### src/include/scl_map.svh
// character codes, queue sizes, reset values and timing for the serial command-line port
// assumes an 8-bit character stream and a single 250 MHz clock
`ifndef SCL_MAP_SVH
`define SCL_MAP_SVH
`define SCL_CR            8'h0D
`define SCL_LF            8'h0A
`define SCL_BS            8'h08
`define SCL_ESC           8'h1B
`define SCL_XON           8'h11
`define SCL_XOFF          8'h13
`define SCL_CAN           8'h18
`define SCL_NAK           8'h15
`define SCL_SP            8'h20
`define SCL_BANG          8'h21
`define SCL_GT            8'h3E
`define SCL_CTL_TOP       8'h1F
`define SCL_RXQ_DEPTH     256
`define SCL_TXQ_DEPTH     64
`define SCL_CLK_HZ        250000000
`define SCL_XON_PERIOD_S  5
`define SCL_XON_CYCLES    (`SCL_XON_PERIOD_S * `SCL_CLK_HZ)
// cfg bits: [2] flow control, [1] echo, [0] prompt
`define SCL_CFG_RESET     3'h4
`endif

### src/include/scl_pkg.sv
// types shared by the serial command-line port files
// assumes scl_map.svh supplies the numeric constants
package scl_pkg;
  typedef struct packed {
    logic xonEn;
    logic echoEn;
    logic promptEn;
  } scl_cfg_t;

  typedef enum logic [1:0] {PH_BOOT, PH_READY, PH_BUSY} scl_phase_t;

  typedef struct packed {
    logic [1:0]      len;
    logic [2:0][7:0] chr;
  } scl_seq_t;
endpackage

### src/hw/scl_fifo.sv
// flip-flop queue with drop-oldest on overflow, delete-last and clear
// assumes the caller never asks for push and unpush in the same cycle
`timescale 1ns/1ps
module scl_fifo #(
  parameter int W     = 8,
  parameter int DEPTH = 256
) (
  input  wire logic                       clk_sys,  // system clock
  input  wire logic                       srst,     // sync reset
  input  wire logic                       clr,      // empty the queue
  input  wire logic                       push,     // store din
  input  wire logic [W-1:0]               din,      // data in
  input  wire logic                       pop,      // take head
  input  wire logic                       unpush,   // remove newest
  output logic      [W-1:0]               dout,     // head entry
  output logic      [W-1:0]               last,     // newest entry
  output logic      [$clog2(DEPTH):0]     count,    // fill level
  output logic                            full,     // no room
  output logic                            empty     // nothing stored
);
  localparam int AW = $clog2(DEPTH);

  if (DEPTH < 2 || (1 << AW) != DEPTH) begin : g_chk
    $error("scl_fifo: DEPTH must be a power of two, at least 2");
  end

  logic [W-1:0]  mem [DEPTH];
  logic [AW-1:0] rd_r, rd_nxt, wr_r, wr_nxt;
  logic [AW:0]   cnt_r, cnt_nxt;
  logic          doPop, doUn, drop;

  assign full  = cnt_r == (AW+1)'(DEPTH);
  assign empty = cnt_r == '0;
  assign count = cnt_r;
  assign dout  = mem[rd_r];
  assign last  = mem[wr_r - AW'(1)];

  always_comb begin
    doPop  = pop && !empty;
    doUn   = unpush && !pop && !empty;
    drop   = push && full && !doPop;  // oldest entry is sacrificed
    rd_nxt = rd_r;
    wr_nxt = wr_r;
    cnt_nxt = cnt_r;
    if (clr) begin
      rd_nxt  = '0;
      wr_nxt  = '0;
      cnt_nxt = '0;
    end else begin
      if (push) wr_nxt = wr_r + AW'(1);
      if (doUn) wr_nxt = wr_r - AW'(1);
      if (doPop || drop) rd_nxt = rd_r + AW'(1);
      if (push && !drop) cnt_nxt = cnt_nxt + (AW+1)'(1);
      if (doPop || doUn) cnt_nxt = cnt_nxt - (AW+1)'(1);
    end
  end

  always_ff @(posedge clk_sys) begin
    if (srst) begin
      rd_r  <= '0;
      wr_r  <= '0;
      cnt_r <= '0;
    end else begin
      rd_r  <= rd_nxt;
      wr_r  <= wr_nxt;
      cnt_r <= cnt_nxt;
    end
    if (push && !clr) mem[wr_r] <= din;
  end
endmodule

### src/hw/scl_port.sv
// serial command-line front end: receive queue, line editing, flow control, echo
// assumes a byte receiver/transmitter and a line parser, all on clk_sys
//
// How it works
// [RULE1] escape empties the receive queue and answers CR LF
// [RULE2] backspace deletes the newest stored character unless it is CR or LF
// [RULE3] CR or LF ends a line and hands it to the parser
// [RULE4] received characters wait in a 256-entry first-in first-out queue
// [RULE5] overflow drops the oldest; readiness stays low, no pause until drained
// [RULE6] readiness low after reset, high once commands can be accepted
// [RULE7] a terminator drops readiness and sends pause when flow control is on
// [RULE8] further buffered lines are handed on straight after the current one
// [RULE9] when processing ends readiness rises and resume repeats every five seconds
// [RULE10] with flow control off no pause/resume is sent or obeyed
// [RULE11] of the control codes only seven act; the rest are ignored
// [RULE12] after a parsed line is handed on, CR LF is sent
// [RULE13] with flow control on, resume starts and pause halts transmission
// [RULE14] cancel clears both queues and their pointers
// [RULE15] pause logs a query error; after resume, output drains then sends !
// [RULE16] echo mode returns each byte; backspace returns BS SP BS (code echoes only stored characters, CR, LF and BS)
// [RULE17] of a back-to-back CR LF or LF CR only the first is echoed
// [RULE18] with flow control, a terminator answers pause then CR if echo is on
// [RULE19] host sends only after resume and stops on pause
// [RULE20] lost echo characters produce NAK and a query error
// [RULE21] host keeps echo lines within 127 characters and four queries
// [RULE22] host checks echoes, sends escape on mismatch, terminates after checking
// [RULE23] reset settings: flow control on, echo off, prompt off
// [RULE24] with prompt on, CR LF > is sent once the next command is safe
// [RULE25] outgoing characters queue and stall in place while paused
`timescale 1ns/1ps
`include "scl_map.svh"
module scl_port #(
  parameter int          RXQ_DEPTH  = `SCL_RXQ_DEPTH,
  parameter int          TXQ_DEPTH  = `SCL_TXQ_DEPTH,
  parameter int unsigned XON_CYCLES = `SCL_XON_CYCLES
) (
  input  wire logic              clk_sys,   // 250 MHz system clock
  input  wire logic              srst,      // sync reset, active high
  input  wire logic              rxValid,   // received byte offered
  input  wire logic [7:0]        rxData,    // received byte
  output logic                   rxReady,   // byte taken when both high
  output logic                   txValid,   // byte to transmit
  output logic      [7:0]        txData,    // byte to transmit
  input  wire logic              txReady,   // transmitter takes byte
  output logic                   cmdValid,  // line character to parser
  output logic      [7:0]        cmdData,   // line character
  input  wire logic              cmdReady,  // parser takes character
  input  wire logic              cmdDone,   // parser finished a line
  input  wire logic              cfgLoad,   // load cfgIn
  input  wire scl_pkg::scl_cfg_t cfgIn,     // new settings
  output scl_pkg::scl_cfg_t      cfgOut,    // settings in force
  output logic                   dsr,       // ready-for-commands line
  output logic                   queueErr   // query error to log, pulse
);
  if (RXQ_DEPTH != `SCL_RXQ_DEPTH) begin : g_chk
    $error("scl_port: receive queue must hold 256 characters");
  end

  localparam int RCW = $clog2(RXQ_DEPTH) + 1;
  localparam int TCW = $clog2(TXQ_DEPTH) + 1;

  scl_pkg::scl_cfg_t   cfg_r, cfg_nxt;
  scl_pkg::scl_phase_t phase_r, phase_nxt;
  scl_pkg::scl_seq_t   seq_r, seq_nxt;
  logic [RCW-1:0] termCnt_r, termCnt_nxt, rxCount;
  logic [TCW-1:0] txCount;
  logic [7:0]  rxHead, rxLast, txHead;
  logic        halt_r, halt_nxt, bang_r, bang_nxt, nak_r, nak_nxt;
  logic        doneP_r, doneP_nxt, xonP_r, xonP_nxt, ovf_r, ovf_nxt;
  logic        lineOpen_r, lineOpen_nxt, prevTerm_r, prevTerm_nxt;
  logic [7:0]  prevCode_r, prevCode_nxt;
  logic        dsr_r, dsr_nxt, err_r, err_nxt;
  logic        rxPush, rxUn, rxClr, txClr, txPush, rxPop, txPop;
  logic        rxFull, rxEmpty, txFull, txEmpty, xonTick;
  logic        rxAct, isTerm, headTerm, lastTerm, pairSkip, ovfNow;
  logic [1:0]  n;

  assign cfgOut   = cfg_r;
  assign dsr      = dsr_r;
  assign queueErr = err_r;
  assign isTerm   = rxData == `SCL_CR || rxData == `SCL_LF;
  assign headTerm = rxHead == `SCL_CR || rxHead == `SCL_LF;
  assign lastTerm = rxLast == `SCL_CR || rxLast == `SCL_LF;
  assign rxReady  = seq_r.len == 2'h0 && phase_r != scl_pkg::PH_BOOT;
  assign rxAct    = rxValid && rxReady;
  // parser is held off while a received byte edits the queue tail
  assign cmdValid = termCnt_r != '0 && !rxEmpty && !rxAct;  // [RULE3] [RULE8]
  assign cmdData  = rxHead;
  assign rxPop    = cmdValid && cmdReady;
  assign txValid  = !txEmpty && !halt_r;  // [RULE25]
  assign txData   = txHead;
  assign txPop    = txValid && txReady;
  assign pairSkip = isTerm && prevTerm_r && rxData != prevCode_r;
  assign ovfNow   = ovf_r || rxFull;

  scl_fifo #(.W(8), .DEPTH(RXQ_DEPTH)) u_rxq (
    .clk_sys(clk_sys), .srst(srst), .clr(rxClr), .push(rxPush), .din(rxData),
    .pop(rxPop), .unpush(rxUn), .dout(rxHead), .last(rxLast), .count(rxCount),
    .full(rxFull), .empty(rxEmpty)
  );

  scl_fifo #(.W(8), .DEPTH(TXQ_DEPTH)) u_txq (
    .clk_sys(clk_sys), .srst(srst), .clr(txClr), .push(txPush),
    .din(seq_r.chr[0]), .pop(txPop), .unpush(1'b0), .dout(txHead), .last(),
    .count(txCount), .full(txFull), .empty(txEmpty)
  );

  scl_tick #(.CYCLES(XON_CYCLES)) u_xon (
    .clk_sys(clk_sys), .srst(srst),
    .run(phase_r == scl_pkg::PH_READY && cfg_r.xonEn), .tick(xonTick)
  );

  always_comb begin
    cfg_nxt      = cfgLoad ? cfgIn : cfg_r;
    phase_nxt    = phase_r;
    seq_nxt      = seq_r;
    termCnt_nxt  = termCnt_r;
    halt_nxt     = halt_r;
    bang_nxt     = bang_r;
    nak_nxt      = nak_r;
    doneP_nxt    = doneP_r | cmdDone;
    xonP_nxt     = xonP_r | xonTick;  // [RULE9]
    ovf_nxt      = ovf_r;
    lineOpen_nxt = lineOpen_r;
    prevTerm_nxt = prevTerm_r;
    prevCode_nxt = prevCode_r;
    err_nxt      = 1'b0;
    rxPush       = 1'b0;
    rxUn         = 1'b0;
    rxClr        = 1'b0;
    txClr        = 1'b0;
    txPush       = 1'b0;
    n            = 2'h0;
    if (cmdDone) lineOpen_nxt = 1'b0;
    if (rxPop && headTerm) begin
      termCnt_nxt  = termCnt_nxt - RCW'(1);
      lineOpen_nxt = 1'b1;
    end
    if (seq_r.len != 2'h0) begin
      // a full output queue loses the byte; in echo mode that is reported
      if (!txFull) txPush = 1'b1;
      else if (cfg_r.echoEn) nak_nxt = 1'b1;  // [RULE20]
      seq_nxt.chr = {8'h00, seq_r.chr[2:1]};
      seq_nxt.len = seq_r.len - 2'h1;
    end else if (rxAct) begin
      prevTerm_nxt = 1'b0;
      case (rxData)
        `SCL_ESC: begin
          rxClr       = 1'b1;  // [RULE1]
          termCnt_nxt = '0;
          ovf_nxt     = 1'b0;
          seq_nxt     = {2'h2, 8'h00, `SCL_LF, `SCL_CR};  // [RULE1]
        end
        `SCL_CAN: begin
          rxClr       = 1'b1;  // [RULE14]
          txClr       = 1'b1;  // [RULE14]
          termCnt_nxt = '0;
          ovf_nxt     = 1'b0;
          bang_nxt    = 1'b0;
        end
        `SCL_BS: begin
          if (!rxEmpty && !lastTerm) rxUn = 1'b1;  // [RULE2]
          if (cfg_r.echoEn) seq_nxt = {2'h3, `SCL_BS, `SCL_SP, `SCL_BS};  // [RULE16]
        end
        `SCL_XON: begin
          if (cfg_r.xonEn) begin  // [RULE10]
            halt_nxt = 1'b0;  // [RULE13]
            if (halt_r) bang_nxt = 1'b1;  // [RULE15]
          end
        end
        `SCL_XOFF: begin
          if (cfg_r.xonEn) begin  // [RULE10]
            halt_nxt = 1'b1;  // [RULE13]
            err_nxt  = 1'b1;  // [RULE15]
          end
        end
        `SCL_CR, `SCL_LF: begin
          rxPush       = 1'b1;  // [RULE3]
          termCnt_nxt  = termCnt_nxt + RCW'(1);
          prevTerm_nxt = !pairSkip;
          prevCode_nxt = rxData;
          phase_nxt    = scl_pkg::PH_BUSY;  // [RULE7]
          if (cfg_r.xonEn && !ovfNow) begin
            seq_nxt.chr[0] = `SCL_XOFF;  // [RULE7] [RULE5]
            n = 2'h1;
          end
          if (cfg_r.echoEn && !pairSkip) begin
            seq_nxt.chr[n] = cfg_r.xonEn ? `SCL_CR : rxData;  // [RULE17] [RULE18]
            n = n + 2'h1;
          end
          seq_nxt.len = n;
        end
        default: begin
          if (rxData > `SCL_CTL_TOP) begin  // [RULE11]
            rxPush = 1'b1;  // [RULE4]
            if (cfg_r.echoEn) seq_nxt = {2'h1, 16'h0000, rxData};  // [RULE16]
          end
        end
      endcase
      if (rxPush && rxFull) begin
        ovf_nxt = 1'b1;  // [RULE5]
        if (headTerm) termCnt_nxt = termCnt_nxt - RCW'(1);
      end
    end else if (nak_r && !txFull) begin  // report waits for room, else it is lost too
      seq_nxt = {2'h1, 16'h0000, `SCL_NAK};  // [RULE20]
      nak_nxt = 1'b0;
      err_nxt = 1'b1;  // [RULE20]
    end else if (doneP_r) begin
      if (cfg_r.promptEn && termCnt_r == '0) begin
        seq_nxt = {2'h3, `SCL_GT, `SCL_LF, `SCL_CR};  // [RULE24]
      end else begin
        seq_nxt = {2'h2, 8'h00, `SCL_LF, `SCL_CR};  // [RULE12]
      end
      doneP_nxt = cmdDone;
    end else if (xonP_r) begin
      if (cfg_r.xonEn) seq_nxt = {2'h1, 16'h0000, `SCL_XON};  // [RULE9] [RULE10]
      xonP_nxt = xonTick;
    end else if (bang_r && txEmpty && !halt_r) begin
      seq_nxt  = {2'h1, 16'h0000, `SCL_BANG};  // [RULE15]
      bang_nxt = 1'b0;
    end
    if (ovf_r && rxEmpty) ovf_nxt = 1'b0;
    if (!cfg_nxt.xonEn) halt_nxt = 1'b0;  // [RULE10]
    case (phase_r)
      scl_pkg::PH_BOOT: begin
        phase_nxt = scl_pkg::PH_READY;  // [RULE6]
        xonP_nxt  = 1'b1;
      end
      scl_pkg::PH_READY: begin
      end
      scl_pkg::PH_BUSY: begin
        if (termCnt_nxt == '0 && !lineOpen_nxt && !ovf_nxt && !doneP_nxt &&
            phase_nxt == scl_pkg::PH_BUSY) begin
          phase_nxt = scl_pkg::PH_READY;  // [RULE9]
          xonP_nxt  = 1'b1;
        end
      end
      default: phase_nxt = scl_pkg::PH_BOOT;
    endcase
    dsr_nxt = phase_nxt == scl_pkg::PH_READY;  // [RULE6] [RULE5]
  end

  always_ff @(posedge clk_sys) begin
    if (srst) begin
      cfg_r      <= `SCL_CFG_RESET;  // [RULE23]
      phase_r    <= scl_pkg::PH_BOOT;
      seq_r      <= '0;
      termCnt_r  <= '0;
      halt_r     <= 1'b0;
      bang_r     <= 1'b0;
      nak_r      <= 1'b0;
      doneP_r    <= 1'b0;
      xonP_r     <= 1'b0;
      ovf_r      <= 1'b0;
      lineOpen_r <= 1'b0;
      prevTerm_r <= 1'b0;
      prevCode_r <= 8'h00;
      dsr_r      <= 1'b0;
      err_r      <= 1'b0;
    end else begin
      cfg_r      <= cfg_nxt;
      phase_r    <= phase_nxt;
      seq_r      <= seq_nxt;
      termCnt_r  <= termCnt_nxt;
      halt_r     <= halt_nxt;
      bang_r     <= bang_nxt;
      nak_r      <= nak_nxt;
      doneP_r    <= doneP_nxt;
      xonP_r     <= xonP_nxt;
      ovf_r      <= ovf_nxt;
      lineOpen_r <= lineOpen_nxt;
      prevTerm_r <= prevTerm_nxt;
      prevCode_r <= prevCode_nxt;
      dsr_r      <= dsr_nxt;
      err_r      <= err_nxt;
    end
  end
endmodule

### src/hw/scl_tick.sv
// periodic one-cycle enable pulse while run is high
// assumes CYCLES counts clk_sys periods; restarting run restarts the period
`timescale 1ns/1ps
module scl_tick #(
  parameter int unsigned CYCLES = 1000
) (
  input  wire logic clk_sys,  // system clock
  input  wire logic srst,     // sync reset
  input  wire logic run,      // count while high
  output logic      tick      // pulse at end of each period
);
  localparam int W = $clog2(CYCLES + 1);

  if (CYCLES < 1) begin : g_chk
    $error("scl_tick: CYCLES must be at least 1");
  end

  logic [W-1:0] cnt_r, cnt_nxt;
  logic         tick_r, tick_nxt;

  assign tick = tick_r;

  always_comb begin
    cnt_nxt  = cnt_r + W'(1);
    tick_nxt = 1'b0;
    if (!run) begin
      cnt_nxt = '0;
    end else if (cnt_r == W'(CYCLES - 1)) begin
      cnt_nxt  = '0;
      tick_nxt = 1'b1;
    end
  end

  always_ff @(posedge clk_sys) begin
    if (srst) begin
      cnt_r  <= '0;
      tick_r <= 1'b0;
    end else begin
      cnt_r  <= cnt_nxt;
      tick_r <= tick_nxt;
    end
  end
endmodule

### config.mk
export PLATFORM = sky130hd
export DESIGN_NAME = scl_port
export DESIGN_NICKNAME = d
export VERILOG_FILES = /design/src/include/scl_pkg.sv /design/src/hw/scl_fifo.sv /design/src/hw/scl_port.sv /design/src/hw/scl_tick.sv
export VERILOG_INCLUDE_DIRS = /design/src /design/src/include
export SDC_FILE = /design/constraint.sdc
export NUM_CORES = 2
export LEC_CHECK = 0
export BUFFER_PORTS_ARGS = -buffer_cell sky130_fd_sc_hd__buf_2
export CORE_MARGIN = 4
export CORE_UTILIZATION = 35
export CTS_CLUSTER_SIZE = 30
export DETAILED_ROUTE_END_ITERATION = 16
export PLACE_DENSITY = 0.48
export RECOVER_POWER = 100
export SYNTH_ARGS = -nofsm -noshare
export SYNTH_HDL_FRONTEND = slang
export SYNTH_SLANG_ARGS = --single-unit
### constraint.sdc
create_clock -name clk_sys -period 12.1 [get_ports clk_sys]
set_input_delay 0.605 -clock clk_sys [delete_from_list [all_inputs] [get_ports clk_sys]]
set_output_delay 0.605 -clock clk_sys [all_outputs]
set_load 0.05 [all_outputs]
==> summary.txt <==
Sequential-to-total area share from yosys stat = 0.662
Gr ovfl total = 0
Total length of routed wires = 406000 um
Register area = 0.0799 mm^2
RePlAce Congestion = 0.875
Outcome = complete, but fails checks
I/O Buffers = 41
Level count of the clock H-tree = 5
Transition time of the tightest slew-check pin = 6.04 ns
Slowest cell delay on critical path = 2.02 ns
Top cell type's share of synthesized area = 0.638
Clock tree sinks = 2708
Initial DRC count = 8657
Final count of hold timing violations = 0
Final Critical Period = 10.04 ns
Core Area = 0.343 mm^2
Worst Path Max Fanout = 77
Top area cells in the synthesized netlist = edfxtp_1 (64%), mux4_2 (17%), dfxtp_1 (2.5%)
Number of DRC violations after detailed routing = 0
Post-Syn Nets = 7135
Final period util = 0.829
CP max stage cell = clkbuf_1
Wire length per cell after detailed routing = 33.9 um
Summed negative setup slack over all endpoints = 0 ns
Async set-or-reset flop fraction in the synthesized netlist = 0
Layout Utilization = 0.396
Initial Util = 0.352
Die Y-Extent = 595 um
Clock edge transition at the registers on the reported setup and hold paths = 0.06 ns
Largest net degree at the start of global routing = 135
Number of buffers created by CTS = 307
Mapped Cells = 7098
Number of distinct library cells after synthesis = 93
Leak pwr = 40.1 nW
Detailed placer's ending HPWL = 263000 um
Setup fix buffers added after clock tree synthesis = 0
Setup crit start kind = register
Placed Cells = 11401
Post-layout nets = 7198
Number of inserted filler cells in the final layout = 31051
CP top delay family = compound AO/OA/AOI/OAI gates
Root buf cell = clkbuf_16
Non-filler cells in the finished layout = 11967
Share of layout cells above drive strength 1 = 0.215
Detailed-route vias per instance = 6.02
Multi-input gate area = 0.0385 mm^2
Slew Limit Headroom = -3.02
Setup Viol. Count Final = 0
Number of global-route vias before repair = 71801
Worst-skew pair later-pin latency = 0.92 ns
Number of max-cap violations = 51
Number of iterations in the first detailed-routing pass = 6
Type of the most critical hold path = input pin to register
Arrival time of data at the critical path endpoint = 10.83 ns
Total via count in the routed design = 71993
Required arrival time at the worst endpoint = 12.89 ns
Total count of max-transition violations in the final report = 2703
P per Cell Area = 165 mW/mm^2
Post-route ant nets = 0
VDD IR-drop max = 0.114 mV
Clock tree from TritonCTS = done
Syn. warnings = 0
CTS Hold Buffers Added = 8
Row count = 215
Classification of the worst setup path = register to register
Deepest clock path buffer count = 4
Library cell occupying the most area in the post-synthesis netlist = edfxtp_1
Failing checks = capacitance limit, slew limit
GRT Resource Usage Total = 0.223
Dominant register cell in the synthesized netlist = edfxtp_1
Setup skew after layout = 0.0465 ns
DIE AREA = 0.354 mm^2
Post-synth design cell area = 0.121 mm^2
Buffers and inverters on the worst path = 5
CTS resizes = 0
Area growth, synth to finish = 12.6%
Reg-to-reg slack, setup = 2.06 ns
Unrepaired setup endpoints after global routing = false
Kind of end point of the critical path = register
Yosys reg bits = 2708
Count of flip-flops with a built-in enable after synthesis = 2560
Max frequency = 99.6 MHz
Floorplan die width = 595 um
Synthesized area per cell = 17.0 um^2
Global-route wire length before repair = 569000 um
Count of boundary I/O pins = 42
Initial antenna violation count = 24
## cells in the final DEF, fill, tap and decap left out, drive strengths merged, types with 25 or more instances in the layout
cell type	instances
a221oi	29
nor2b	43
and3	47
nor2	691
dfxtp	148
nand4	38
buf	130
mux2i	246
mux4	930
nand2	366
clkbuf	477
nand3	117
a22oi	139
clkinv	112
inv	36
a21oi	298
and2	26
a211oi	79
xor2	53
bufinv	35
or3	25
a31oi	36
edfxtp	2560
nor3	213
nor4	87
o21ai	78
xnor2	52
## per-layer routing
layer	track usage	vias to the layer above	share of wire
met5	0	-	0.00013
met4	0.0716	8	0.037
met3	0.0435	669	0.084
met2	0.351	3526	0.46
met1	0.313	38568	0.42
li1	-	29222	-
## final timing paths
path                                 from        to  cells after the start
worst min register to register  seq_r[16]  seq_r[8]                      2
worst min-delay path              cfgLoad    halt_r                      3
worst max register to register   register       dsr                     25
worst max-delay path             register       dsr                     25
## worst register-to-register path: cells and delay by family (launching register included)
| kind | cells | cell delay [ns] |
|---|---|---|
| compound gates | 10 | 3.22 |
| buf+inv | 5 | 3.15 |
| simple gates | 8 | 2.58 |
| flops | 1 | 0.62 |
| fa+ha+maj | 1 | 0.21 |
| xor+xnor | 1 | 0.13 |
## through the flow
| step | hold slack [ns] | area (um^2) | power, mW | setup slack [ns] |
|---|---|---|---|---|
| after floorplan | 0.427 | 121000 | 12.2 | 5.57 |
| after global placement | 0.446 | 126000 | 13.1 | 2.96 |
| after detailed placement | 0.453 | 126000 | 13.1 | 3.88 |
| after CTS | 0.00688 | 136000 | 22.6 | 3.80 |
| after global routing | 0.155 | 136000 | 23.1 | 1.60 |
| final | 0.147 | 136000 | 22.4 | 2.06 |
## state kept, by name, summed over array words and instances, names as in the netlist, 2 cells and up, named ones only
signal	count
cfgOut	3
phase_r	2
prevCode_r	8
seq_r	26
termCnt_r	9
u_rxq.count	9
u_rxq.mem	2048
u_rxq.rd_r	8
u_rxq.wr_r	8
u_txq.count	7
u_txq.mem	512
u_txq.rd_r	6
u_txq.wr_r	6
u_xon.cnt_r	31
## area by class of cell
type,count,share of cell area
flip-flops and latches,2708,0.588
multi-input cells,3888,0.283
well taps,4557,0.0420
repair buffers,232,0.0117
inverters,24,0.000682
clock buffers,383,0.0597
diodes,6,0.000111
clock inverters,169,0.0143
## kinds of logic (layout without fill, tap and decap cells)
family          count (synthesis)  count (layout)  synth area share
other cells                     0               6                 0
compound gates                841             841            0.0462
mux                          1192            1192             0.196
flops                        2708            2708             0.662
buf+inv                       502             808            0.0206
xor+xnor                      105             105           0.00775
fa+ha+maj                      19              19           0.00197
simple gates                 1731            1731            0.0657
## report_power, final
group          switching, mW  internal [mW]  total (mW)
logic                   1.50          0.937        2.44
registers              0.111           10.4        10.5
clock network           3.94           5.53        9.46
## cells in the mapped netlist, types with 9 or more instances
library cell and n:
buf_1 63, edfxtp_1 2560, buf_6 41, a2111oi_0 9, or3_1 25, nand2b_1 18
a311oi_1 16, clkbuf_1 242, a31oi_1 36, a221oi_1 29, a21oi_1 298, a211oi_1 78
nand3b_1 9, a22oi_1 139, mux2_2 15, o211ai_1 13, nand3_1 116, nor2b_1 43
or2_2 10, o21ai_0 72, and2_1 26, nor3_1 213, dfxtp_1 148, nand2_1 366
inv_1 20, mux2i_1 246, and3_1 46, a22o_1 19, o41ai_1 18, mux4_2 930
o22ai_1 16, xor2_1 51, buf_4 38, ha_1 19, xnor2_1 52, or4_1 9
buf_2 91, nand4_1 38, nor2_1 691, o311ai_0 17, nor4_1 84
Power figures use the tool's default switching activity.
